==> src/rtl/aoc_consts.svh <==
// constants of the analog output channel behaviour block
`ifndef AOC_CONSTS_SVH
`define AOC_CONSTS_SVH
`define AOC_FULL_SCALE 64'h0000_0000_0001_0000
`define AOC_HOLD_TOL_PER_MILLE 64'h0000_0000_0000_0001
`define AOC_PER_MILLE 64'h0000_0000_0000_03E8
`define AOC_PERCENT 64'h0000_0000_0000_0064
`define AOC_NS_PER_S 64'h0000_0000_3B9A_CA00
`define AOC_CLK_PERIOD_NS 4
`define AOC_UPDATE_NS 1000000
`define AOC_STEP_MAX 17'h0FFFF
`define AOC_STEP_MIN 17'h00001
`define AOC_RANGE_VOLT 2'h0
`define AOC_RANGE_CURRENT 2'h1
`define AOC_ZERO_VALUE 16'h0000
`define AOC_TICK_ONE 32'h0000_0001
`endif

==> src/rtl/aoc_pkg.sv <==
// types of the analog output channel behaviour block
package aoc_pkg;
  // output channel configuration
  typedef struct packed {
    logic init_hold_enable;
    logic alarm_mask_all;
    logic slew_alarm_sticky;
    logic clamp_alarm_sticky;
    logic comm_loss_behavior_select;
    logic idle_behavior_select;
    logic run_slew_enable;
    logic idle_slew_enable;
    logic comm_loss_slew_enable;
    logic [1:0] range_code;
    logic [15:0] slew_rate_limit;
    logic signed [15:0] comm_loss_output_value;
    logic signed [15:0] idle_output_value;
    logic signed [15:0] output_floor;
    logic signed [15:0] output_ceiling;
  } aoc_out_cfg_t;

  // input channel alarm configuration
  typedef struct packed {
    logic signed [15:0] high_limit;
    logic [15:0] alarm_hysteresis;
  } aoc_in_cfg_t;

  // output channel alarms
  typedef struct packed {
    logic slew;
    logic clamp_low;
    logic clamp_high;
  } aoc_alarm_t;

  // output behaviour state
  typedef enum logic [2:0] {
    AOC_ST_INIT = 3'b000,
    AOC_ST_HOLD = 3'b001,
    AOC_ST_RUN = 3'b010,
    AOC_ST_IDLE = 3'b011,
    AOC_ST_FAULT = 3'b100
  } aoc_state_t;
endpackage : aoc_pkg

==> src/rtl/aoc_channel.sv <==
// analog output channel behaviour with four input alarm channels
//
// Contract
// - A high process alarm stays set until the input drops below the limit by more than the hysteresis.
// - Four input channels 0 to 3 each have their own limit and hysteresis.
// - With init hold, after connect, idle-to-run or fault recovery the output holds until a request is within 0.1% of full scale.
// - The alarm mask bit at 1 suppresses every output alarm, at 0 leaves them active.
// - With sticky slew alarms a slew alarm stays set until software clears it.
// - With sticky clamp alarms a clamp alarm stays set until software clears it.
// - On communication loss the output holds when the select bit is 0 and goes to the loss value when 1.
// - On entering idle the output holds when the select bit is 0 and goes to the idle value when 1.
// - With run slewing the output moves toward each request no faster than the slew rate limit; a step that rounds to zero still moves one code per update.
// - With idle slewing the output moves toward the idle value no faster than the slew rate limit; a step that rounds to zero still moves one code per update.
// - With loss slewing the output moves toward the loss value no faster than the slew rate limit; a step that rounds to zero still moves one code per update.
// - Range code 0 selects the bipolar voltage range and code 1 the current range.
// - The slew rate limit is an integer in percent of full scale per second, used only where slewing is on.
// - A high process alarm sets when the input rises above its high limit.
// - A request below the floor sets the low clamp alarm and the output stays at the floor.
`timescale 1ns/100ps
`default_nettype none
`include "aoc_consts.svh"

module aoc_channel #(
  parameter int N_IN = 4,
  parameter int UPDATE_NS = `AOC_UPDATE_NS
) (
  input wire logic clk_sys,
  input wire logic rst_b,
  input wire logic comm_ok,
  input wire logic run_mode,
  input wire aoc_pkg::aoc_out_cfg_t out_cfg,
  input wire logic signed [15:0] requested_value,
  input wire logic alarm_clear,
  input wire aoc_pkg::aoc_in_cfg_t [N_IN-1:0] in_cfg,
  input wire logic signed [15:0] in_value [N_IN],
  output logic signed [15:0] out_value_q,
  output logic [1:0] out_range_q,
  output aoc_pkg::aoc_alarm_t out_alarm_q,
  output aoc_pkg::aoc_state_t state_q,
  output logic [N_IN-1:0] high_process_alarm_q
);

  // ----------------------------------------------------------------
  // update period and slew step
  // ----------------------------------------------------------------
  localparam int UPDATE_CYC = (UPDATE_NS / `AOC_CLK_PERIOD_NS < 1) ? 1 :
                              UPDATE_NS / `AOC_CLK_PERIOD_NS;
  localparam logic [31:0] TICK_LAST = 32'(UPDATE_CYC - 1);
  localparam logic [63:0] HOLD_TOL64 =
    `AOC_FULL_SCALE * `AOC_HOLD_TOL_PER_MILLE / `AOC_PER_MILLE;
  localparam logic [16:0] HOLD_TOL = HOLD_TOL64[16:0];

  logic [31:0] tick_cnt_q, tick_cnt_d;
  logic tick;
  logic [63:0] step64;
  logic [16:0] step;

  // update tick counter
  always_comb begin
    tick = (tick_cnt_q == TICK_LAST);
    tick_cnt_d = tick ? 32'h0000_0000 : tick_cnt_q + `AOC_TICK_ONE;
  end

  always_ff @(posedge clk_sys or negedge rst_b) begin
    if (!rst_b) begin
      tick_cnt_q <= 32'h0000_0000;
    end else begin
      tick_cnt_q <= tick_cnt_d;
    end
  end

  // step per update from percent of full scale per second
  always_comb begin
    step64 = `AOC_FULL_SCALE * 64'(out_cfg.slew_rate_limit) *
             64'(UPDATE_NS) / (`AOC_PERCENT * `AOC_NS_PER_S);
    if (step64 > 64'(`AOC_STEP_MAX)) begin
      step = `AOC_STEP_MAX;
    end else if (step64 == 64'h0) begin
      step = `AOC_STEP_MIN; // a zero result still crawls forward
    end else begin
      step = step64[16:0];
    end
  end

  // ----------------------------------------------------------------
  // output behaviour
  // ----------------------------------------------------------------
  aoc_pkg::aoc_state_t state_d;
  logic signed [15:0] floor_eff, req_clamped, target, out_value_d;
  logic signed [16:0] diff, hold_diff;
  logic slew_on, limiting, req_low, req_high, near_req;
  aoc_pkg::aoc_alarm_t raw_alarm, out_alarm_d;
  logic [1:0] out_range_d;

  // range dependent floor and request clamping
  always_comb begin
    floor_eff = out_cfg.output_floor;
    if (out_cfg.range_code == `AOC_RANGE_CURRENT &&
        out_cfg.output_floor < $signed(`AOC_ZERO_VALUE)) begin
      floor_eff = $signed(`AOC_ZERO_VALUE);
    end
    req_low = requested_value < floor_eff;
    req_high = requested_value > out_cfg.output_ceiling;
    if (req_low) begin
      req_clamped = floor_eff;
    end else if (req_high) begin
      req_clamped = out_cfg.output_ceiling;
    end else begin
      req_clamped = requested_value;
    end
    hold_diff = 17'(requested_value) - 17'(out_value_q);
    near_req = (hold_diff < 0 ? -hold_diff : hold_diff) <= $signed(HOLD_TOL);
  end

  // mode sequencing, fault before idle before run
  always_comb begin
    state_d = state_q;
    if (!comm_ok) begin
      state_d = aoc_pkg::AOC_ST_FAULT;
    end else if (!run_mode) begin
      state_d = aoc_pkg::AOC_ST_IDLE;
    end else begin
      case (state_q)
        aoc_pkg::AOC_ST_INIT, aoc_pkg::AOC_ST_IDLE,
        aoc_pkg::AOC_ST_FAULT: begin
          state_d = out_cfg.init_hold_enable ? aoc_pkg::AOC_ST_HOLD :
                    aoc_pkg::AOC_ST_RUN;
        end
        aoc_pkg::AOC_ST_HOLD: begin
          if (near_req) begin
            state_d = aoc_pkg::AOC_ST_RUN;
          end
        end
        aoc_pkg::AOC_ST_RUN: state_d = aoc_pkg::AOC_ST_RUN;
        default: state_d = aoc_pkg::AOC_ST_INIT;
      endcase
    end
  end

  // target selection and slew limiting
  always_comb begin
    target = out_value_q;
    slew_on = 1'b0;
    case (state_q)
      aoc_pkg::AOC_ST_RUN: begin
        target = req_clamped;
        slew_on = out_cfg.run_slew_enable;
      end
      aoc_pkg::AOC_ST_IDLE: begin
        if (out_cfg.idle_behavior_select) begin
          target = out_cfg.idle_output_value;
        end
        slew_on = out_cfg.idle_slew_enable;
      end
      aoc_pkg::AOC_ST_FAULT: begin
        if (out_cfg.comm_loss_behavior_select) begin
          target = out_cfg.comm_loss_output_value;
        end
        slew_on = out_cfg.comm_loss_slew_enable;
      end
      default: target = out_value_q; // init and hold keep the level
    endcase
    diff = 17'(target) - 17'(out_value_q);
    limiting = slew_on && ((diff < 0 ? -diff : diff) > $signed(step));
    out_value_d = out_value_q;
    if (!slew_on) begin
      out_value_d = target;
    end else if (tick) begin
      if (!limiting) begin
        out_value_d = target;
      end else if (diff < 0) begin
        out_value_d = 16'(17'(out_value_q) - step);
      end else begin
        out_value_d = 16'(17'(out_value_q) + step);
      end
    end
    out_range_d = out_cfg.range_code;
  end

  // alarms: masked at the source, sticky until cleared with cause gone
  always_comb begin
    raw_alarm.slew = limiting && state_q == aoc_pkg::AOC_ST_RUN;
    raw_alarm.clamp_low = req_low && state_q == aoc_pkg::AOC_ST_RUN;
    raw_alarm.clamp_high = req_high && state_q == aoc_pkg::AOC_ST_RUN;
    if (out_cfg.alarm_mask_all) begin
      raw_alarm = '0;
    end
    out_alarm_d.slew = raw_alarm.slew ||
      (out_cfg.slew_alarm_sticky && out_alarm_q.slew && !alarm_clear &&
       !out_cfg.alarm_mask_all);
    out_alarm_d.clamp_low = raw_alarm.clamp_low ||
      (out_cfg.clamp_alarm_sticky && out_alarm_q.clamp_low &&
       !alarm_clear && !out_cfg.alarm_mask_all);
    out_alarm_d.clamp_high = raw_alarm.clamp_high ||
      (out_cfg.clamp_alarm_sticky && out_alarm_q.clamp_high &&
       !alarm_clear && !out_cfg.alarm_mask_all);
  end

  always_ff @(posedge clk_sys or negedge rst_b) begin
    if (!rst_b) begin
      state_q <= aoc_pkg::AOC_ST_INIT;
      out_value_q <= `AOC_ZERO_VALUE;
      out_range_q <= `AOC_RANGE_VOLT;
      out_alarm_q <= '0;
    end else begin
      state_q <= state_d;
      out_value_q <= out_value_d;
      out_range_q <= out_range_d;
      out_alarm_q <= out_alarm_d;
    end
  end

  // ----------------------------------------------------------------
  // input process alarms with hysteresis
  // ----------------------------------------------------------------
  logic [N_IN-1:0] high_process_alarm_d;

  // one identical, independent alarm per input channel
  for (genvar i = 0; i < N_IN; i++) begin : g_in
    logic signed [17:0] back_level;
    always_comb begin
      back_level = 18'(in_value[i]) + 18'({2'b00, in_cfg[i].alarm_hysteresis});
      if (in_value[i] > in_cfg[i].high_limit) begin
        high_process_alarm_d[i] = 1'b1;
      end else if (back_level < 18'(in_cfg[i].high_limit)) begin
        high_process_alarm_d[i] = 1'b0;
      end else begin
        high_process_alarm_d[i] = high_process_alarm_q[i];
      end
    end
  end

  always_ff @(posedge clk_sys or negedge rst_b) begin
    if (!rst_b) begin
      high_process_alarm_q <= '0;
    end else begin
      high_process_alarm_q <= high_process_alarm_d;
    end
  end

endmodule : aoc_channel
`default_nettype wire

==> config.mk <==
export PLATFORM = sky130hd
export DESIGN_NAME = aoc_channel
export DESIGN_NICKNAME = d
export VERILOG_FILES = /design/src/rtl/aoc_pkg.sv /design/src/rtl/aoc_channel.sv
export VERILOG_INCLUDE_DIRS = /design/src /design/src/rtl
export SDC_FILE = /design/constraint.sdc
export NUM_CORES = 1
export LEC_CHECK = 0
export BUFFER_PORTS_ARGS = -buffer_cell sky130_fd_sc_hd__buf_2
export CORE_MARGIN = 10
export CORE_UTILIZATION = 50
export DETAILED_ROUTE_END_ITERATION = 8
export PLACE_DENSITY = 0.73
export SLEW_MARGIN = 20
export SYNTH_ARGS = -nofsm -noshare
export SYNTH_HDL_FRONTEND = slang
export SYNTH_SLANG_ARGS = --single-unit
==> constraint.sdc <==
create_clock -name clk_sys -period 15.1 [get_ports clk_sys]
set_clock_uncertainty 0.05 [all_clocks]
set_input_delay 2.265 -clock clk_sys [delete_from_list [all_inputs] [get_ports clk_sys]]
set_output_delay 2.265 -clock clk_sys [all_outputs]
set_load 0.02 [all_outputs]
---- Word-level counts from Yosys, hierarchy flattened ----
Index checks and enable logic that the tools add are counted.
storage, ports and cells
  word-level logic and storage cells ...... 104
  input bits .............................. 304
  memories kept ........................... 0
  RAM bits ................................ 0
  bits in read-only memories .............. 0
  register bits after elaboration ......... 60
  output and inout bits ................... 28
  latch bits .............................. 0
cells by class
  order comparisons ....................... 16
  reductions and logical operators ........ 26
  mux-type cells .......................... 30
  equality and inequality tests ........... 8
  div/mod/pow operators ................... 1
  shift operators ......................... 0
  multiply operators ...................... 1
  add/subtract/negate cells ............... 11
  bitwise operators ....................... 0
operators with widths
  kind                    count
  $mux 16                 9
  $gt 16x16->1            5
  $add 16x17->18          4
  $lt 18x16->1            4
  $mux 17                 4
  $div 53x37->64 const B  1
  $gt 64x16->1 const B    1
  $logic_not 64->1        1
  $pmux 16 s3             1
  $lt 17x1->1 const B     2
  $neg 17->17             2
  $sub 16x16->17          2
  $add 32x1->32 const B   1
  $eq 32x18->1 const B    1
  $mux 32                 1
  $mul 16x14->30 const B  1
  $gt 17x17->1            1
  $le 17x8->1 const B     1
  $add 16x16->16          1
  $lt 16x1->1 const B     1
  $lt 16x16->1            1
  $sub 16x16->16          1
  $logic_and 1x1->1       14
  $mux 3                  4
  other kinds (15)        29

---- Logic depth before layout (Yosys ltp) ----
  depth in word-level cells ............... 14
  depth in mapped cells ................... 193
  depth with buffers taken out ............ 155

---- Worst setup path before layout ----
OpenSTA, ideal clock, no wires.
  path type ............................... input port to flip-flop
  start point ............................. input port out_cfg[66] (netlist name)
  end point ............................... register out_value_q[15]
  required time ........................... 14.924 ns
  setup time .............................. 0.126 ns
  stages on the path ...................... 177
  setup slack ............................. -23.506 ns
  data arrival time ....................... 38.430 ns
  buffers on the path ..................... 34
  cell sequence ........................... buf_6 > clkinv_1 > fa_1 > inv_1 > fa_1 > fa_1 > fa_1 > ha_1 > inv_1 > fa_1 > inv_1 > ha_1 > a21oi_1 > a21oi_1 > or2_1 > nor4b_2 > nor4b_1 > or3_1 > (+141 left out) > ha_1 > a21o_1 > a21o_1 > a21o_1 > a21o_1 > a21oi_1 > o21bai_1 > a21oi_1 > o21bai_1 > a21oi_1 > o21bai_1 > a21oi_1 > o21bai_1 > a21o_1 > a21oi_1 > xnor2_1 > nor4_1 > a221o_1
between the ends
  longest elaborated chain between the ends .. 10
ends and longest elaborated chain
  what                                                  line                                    text
  from (decl)                                           aoc_channel.sv:31                       input wire aoc_pkg::aoc_out_cfg_t out_cfg,
  $mul 16x14->30 (no source line) (*)                   n/a
  $div 53x37->64 (no source line) (*)                   n/a
  branches (longest 2 deep; another with $gt 64x16->1)  n/a
  $mux 17 (*)                                           aoc_channel.sv:76                       if (step64 > 64'(`AOC_STEP_MAX)) begin
  $add 16x16->16 (tied with other cells)                aoc_channel.sv:174                      out_value_d = 16'(17'(out_value_q) + step);
  $mux 16 / $logic_and 1x1->1 (equally long branches)   aoc_channel.sv:171, aoc_channel.sv:164
  $mux 16 (*)                                           aoc_channel.sv:169                      if (!limiting) begin
  $mux 16 (*)                                           aoc_channel.sv:168                      end else if (tick) begin
  $mux 16 (*)                                           aoc_channel.sv:166                      if (!slew_on) begin
  to (signal assigned)                                  aoc_channel.sv:202                      out_value_q <= `AOC_ZERO_VALUE;
  to (signal assigned)                                  aoc_channel.sv:207                      out_value_q <= out_value_d;
  to (decl)                                             aoc_channel.sv:36                       output logic signed [15:0] out_value_q,
Mark *: on every way between the ends. The select of a mux whose other input is x is not followed.
A chain may end at the register's enable or synchronous reset.

---- Worst setup path after layout ----
  start point ............................. input port out_cfg[69] (netlist name)
  end point ............................... register out_value_q[15]
The elaborated chain is that of the path after synthesis.

==> impl_metrics.csv <==
group,metric,value,unit
outcome,status,"complete, but fails checks",
outcome,failed_checks,"negative setup slack",
placement,dp_hpwl,142000,um
critical_path,path_class,"primary input to flop",
critical_path,crit_family,"compound AO/OA/AOI/OAI gates",
clock_network,cts.path.max_buffers,2,
critical_path,critPathArrivalTime,33.42,ns
sta,worst_slew_pin_slew,0.978,ns
synthesis,synthFlopType,"dfrtp_1",
routing,wl_met3,14800,um
synthesis,ys_seq_elements,60,
synthesis,synth_edf_count,0,
clock_network,clkLatencyLatePin,0.39,ns
routing,wl_per_cell,19.7,um
min_path,hp-class,"flop to flop",
critical_path,reg2reg_from,"state_q[0]",
critical_path,rrSetupSlack,5.69,ns
floorplan,coreArea,80400,sq um
critical_path,critPathMaxStageDelay,0.58,ns
finish,n_fill_cell,5965,
clock_network,cts_sinks,60,
clock_network,cts_tree,"yes",
global_route,overflow,0,
sta,fin_crit_sh,2.19,
sta,fin_crit,33.13,ns
critical_path,r2r_cells,45,
critical_path,slowest_stage,"fa_1",
synthesis,postSynthCellCount,5573,
synthesis,ys_seq_area_frac,0.0371,
critical_path,path_depth,150,
critical_path,cp_max_fo,8,
clock_network,clk_pin_slew_worst_paths,0.11,ns
routing,met2_length,81200,um
routing,wl_met1,72100,um
synthesis,syn_area,40500,sq um
finish,area_delta_synth_final,50.2,%
routing,vias_per_cell,6.09,
synthesis,synth.distinct_cells,174,
sta,finalHoldViolations,0,
routing,routed_wl,174000,um
sta,rsz0062_at_grt,"true",
sta,setup_ws,-18.03,ns
floorplan,start_util,0.504,
synthesis,yosys_warnings,0,
finish,final_cell_mix,"1991 x buf_4, 436 x nand2_1, 416 x nor2_1",
sta,slew_viol_final,0,
synthesis,postSynth.asyncResetShare,1.00,
routing,ant_nets,0,
routing,drt-initial-drc-count,5184,
routing,topRoutingLayerUsed,"met5",
critical_path,required,15.39,ns
critical_path,path_buf_inv,24,
finish,nets,8560,
routing,drc,0,
synthesis,synth_fp_nets,6364,
global_route,grt_antenna_before_repair,1,
floorplan,fp-row-count,104,
floorplan,die_w,305,um
clock_network,cts_max_level,3,
flow_run,drv_cap,0,
placement,port_buffers,331,
floorplan,io_pins,332,
sta,setup-violations-final,17,
critical_path,worst_setup_path_start_kind,"primary input",
critical_path,cp-startpoint,"out_cfg[69]",
finish,final_common_cell,"buf_4",
placement,gp_congestion,1.00,
critical_path,r2r_end,"out_value_q[0]",
floorplan,dieHeight,305,um
routing,num_vias,53762,
critical_path,endpoint,"out_value_q[15]",
floorplan,dieArea,92800,sq um
sta,clock.fmax,30.2,MHz
clock_network,root_buffer,"clkbuf_16",
finish,drive_gt1_frac,0.394,
global_route,track_usage,0.335,
clock_network,cts-buffers-inserted,9,
sta,slew_headroom,0.343,
clock_network,ctsHoldBuffers,0,
routing,drtPass1Iterations,7,
sta,fin_tns_setup,-302.17,ns
global_route,grt_pass1_wl,264000,um
global_route,grt_pass1_vias,51237,
global_route,grt_max_degree,61,
critical_path,endpoint_kind,"flop",
synthesis,avgSynthCellArea,7.27,sq um
## how the worst min path moves through the flow
| stage | from | endpoint | slack, ns | cells past startpoint |
|---|---|---|---|---|
| floorplan | tick_cnt_q[31] | tick_cnt_q[31] | 0.39 | 1 |
| global placement | tick_cnt_q[31] | tick_cnt_q[31] | 0.41 | 1 |
| detailed placement | tick_cnt_q[31] | tick_cnt_q[31] | 0.41 | 1 |
| CTS | tick_cnt_q[31] | tick_cnt_q[31] | 0.43 | 1 |
| global route | tick_cnt_q[31] | tick_cnt_q[31] | 0.44 | 1 |
| finish | tick_cnt_q[31] | tick_cnt_q[31] | 0.43 | 1 |
## flip-flops by register name (all words and copies together), names as in the netlist
signal                flops
out_alarm_q               3
tick_cnt_q               32
state_q                   3
high_process_alarm_q      4
out_value_q              16
out_range_q               2
## routing by layer
metal  vias to the layer above  global-route usage
met1                     25467               0.436
met4                         2              0.0926
met5                         -                   0
met2                      2693               0.563
li1                      25068                   -
met3                       532              0.0524
## metrics by stage
stage | instances | setup slack (ns) | instance area (sq um) | hold slack (ns) | util
finish | 8835 | -18.03 | 60900 | 0.425 | 0.757
global placement | 8687 | -17.58 | 57700 | 0.409 | 0.717
detailed placement | 8687 | -18.32 | 57700 | 0.415 | 0.717
CTS | 8733 | -17.29 | 58700 | 0.425 | 0.730
floorplan | 5573 | -20.12 | 41600 | 0.393 | -
global route | 8834 | -19.14 | 60900 | 0.445 | 0.757
## Yosys cell counts (61+ instances only)
library cell,number,share of area
xnor2_1,426,0.092
o211ai_1,72,0.013
inv_1,347,0.032
nand2b_1,84,0.013
nand3_1,176,0.022
xor2_1,160,0.035
a21oi_1,452,0.056
nor2b_1,68,0.010
and3_1,62,0.0096
nor2_1,441,0.041
a211oi_1,70,0.013
o21ai_1,81,0.010
a21o_1,97,0.018
fa_1,61,0.030
mux2i_1,84,0.021
ha_1,426,0.13
o21ai_0,244,0.030
nor3_1,163,0.020
a31oi_1,62,0.0096
nand4_1,88,0.014
o21bai_1,72,0.013
nand2_1,444,0.041
## kinds of logic after synthesis
kind of cell | synth area share
buf+inv | 0.0665
compound gates | 0.315
simple gates | 0.250
flops | 0.0371
mux | 0.0339
fa+ha+maj | 0.162
xor+xnor | 0.135
## area by class of cell
cell class / count / area [sq um] / share of cell area
antenna: 1 / 2.50 / 0.0000411
clock buffer: 9 / 225 / 0.00370
multi-input combinational: 4964 / 38900 / 0.639
timing repair buffer: 2370 / 17400 / 0.286
sequential: 60 / 1500 / 0.0247
tap: 1060 / 1330 / 0.0218
inverter: 364 / 1410 / 0.0232
clock inverter: 7 / 83.8 / 0.00138
## timing repair
item                       4_1_cts  5_1_grt
pin swaps                       58      175
setup endpoints to repair       17       17
buffers inserted                28       99
cloned                           2        4
gates resized for setup         82      280
Power is not shown: default switching activity piles up to over one toggle a cycle in this logic, so the estimate is an artifact.
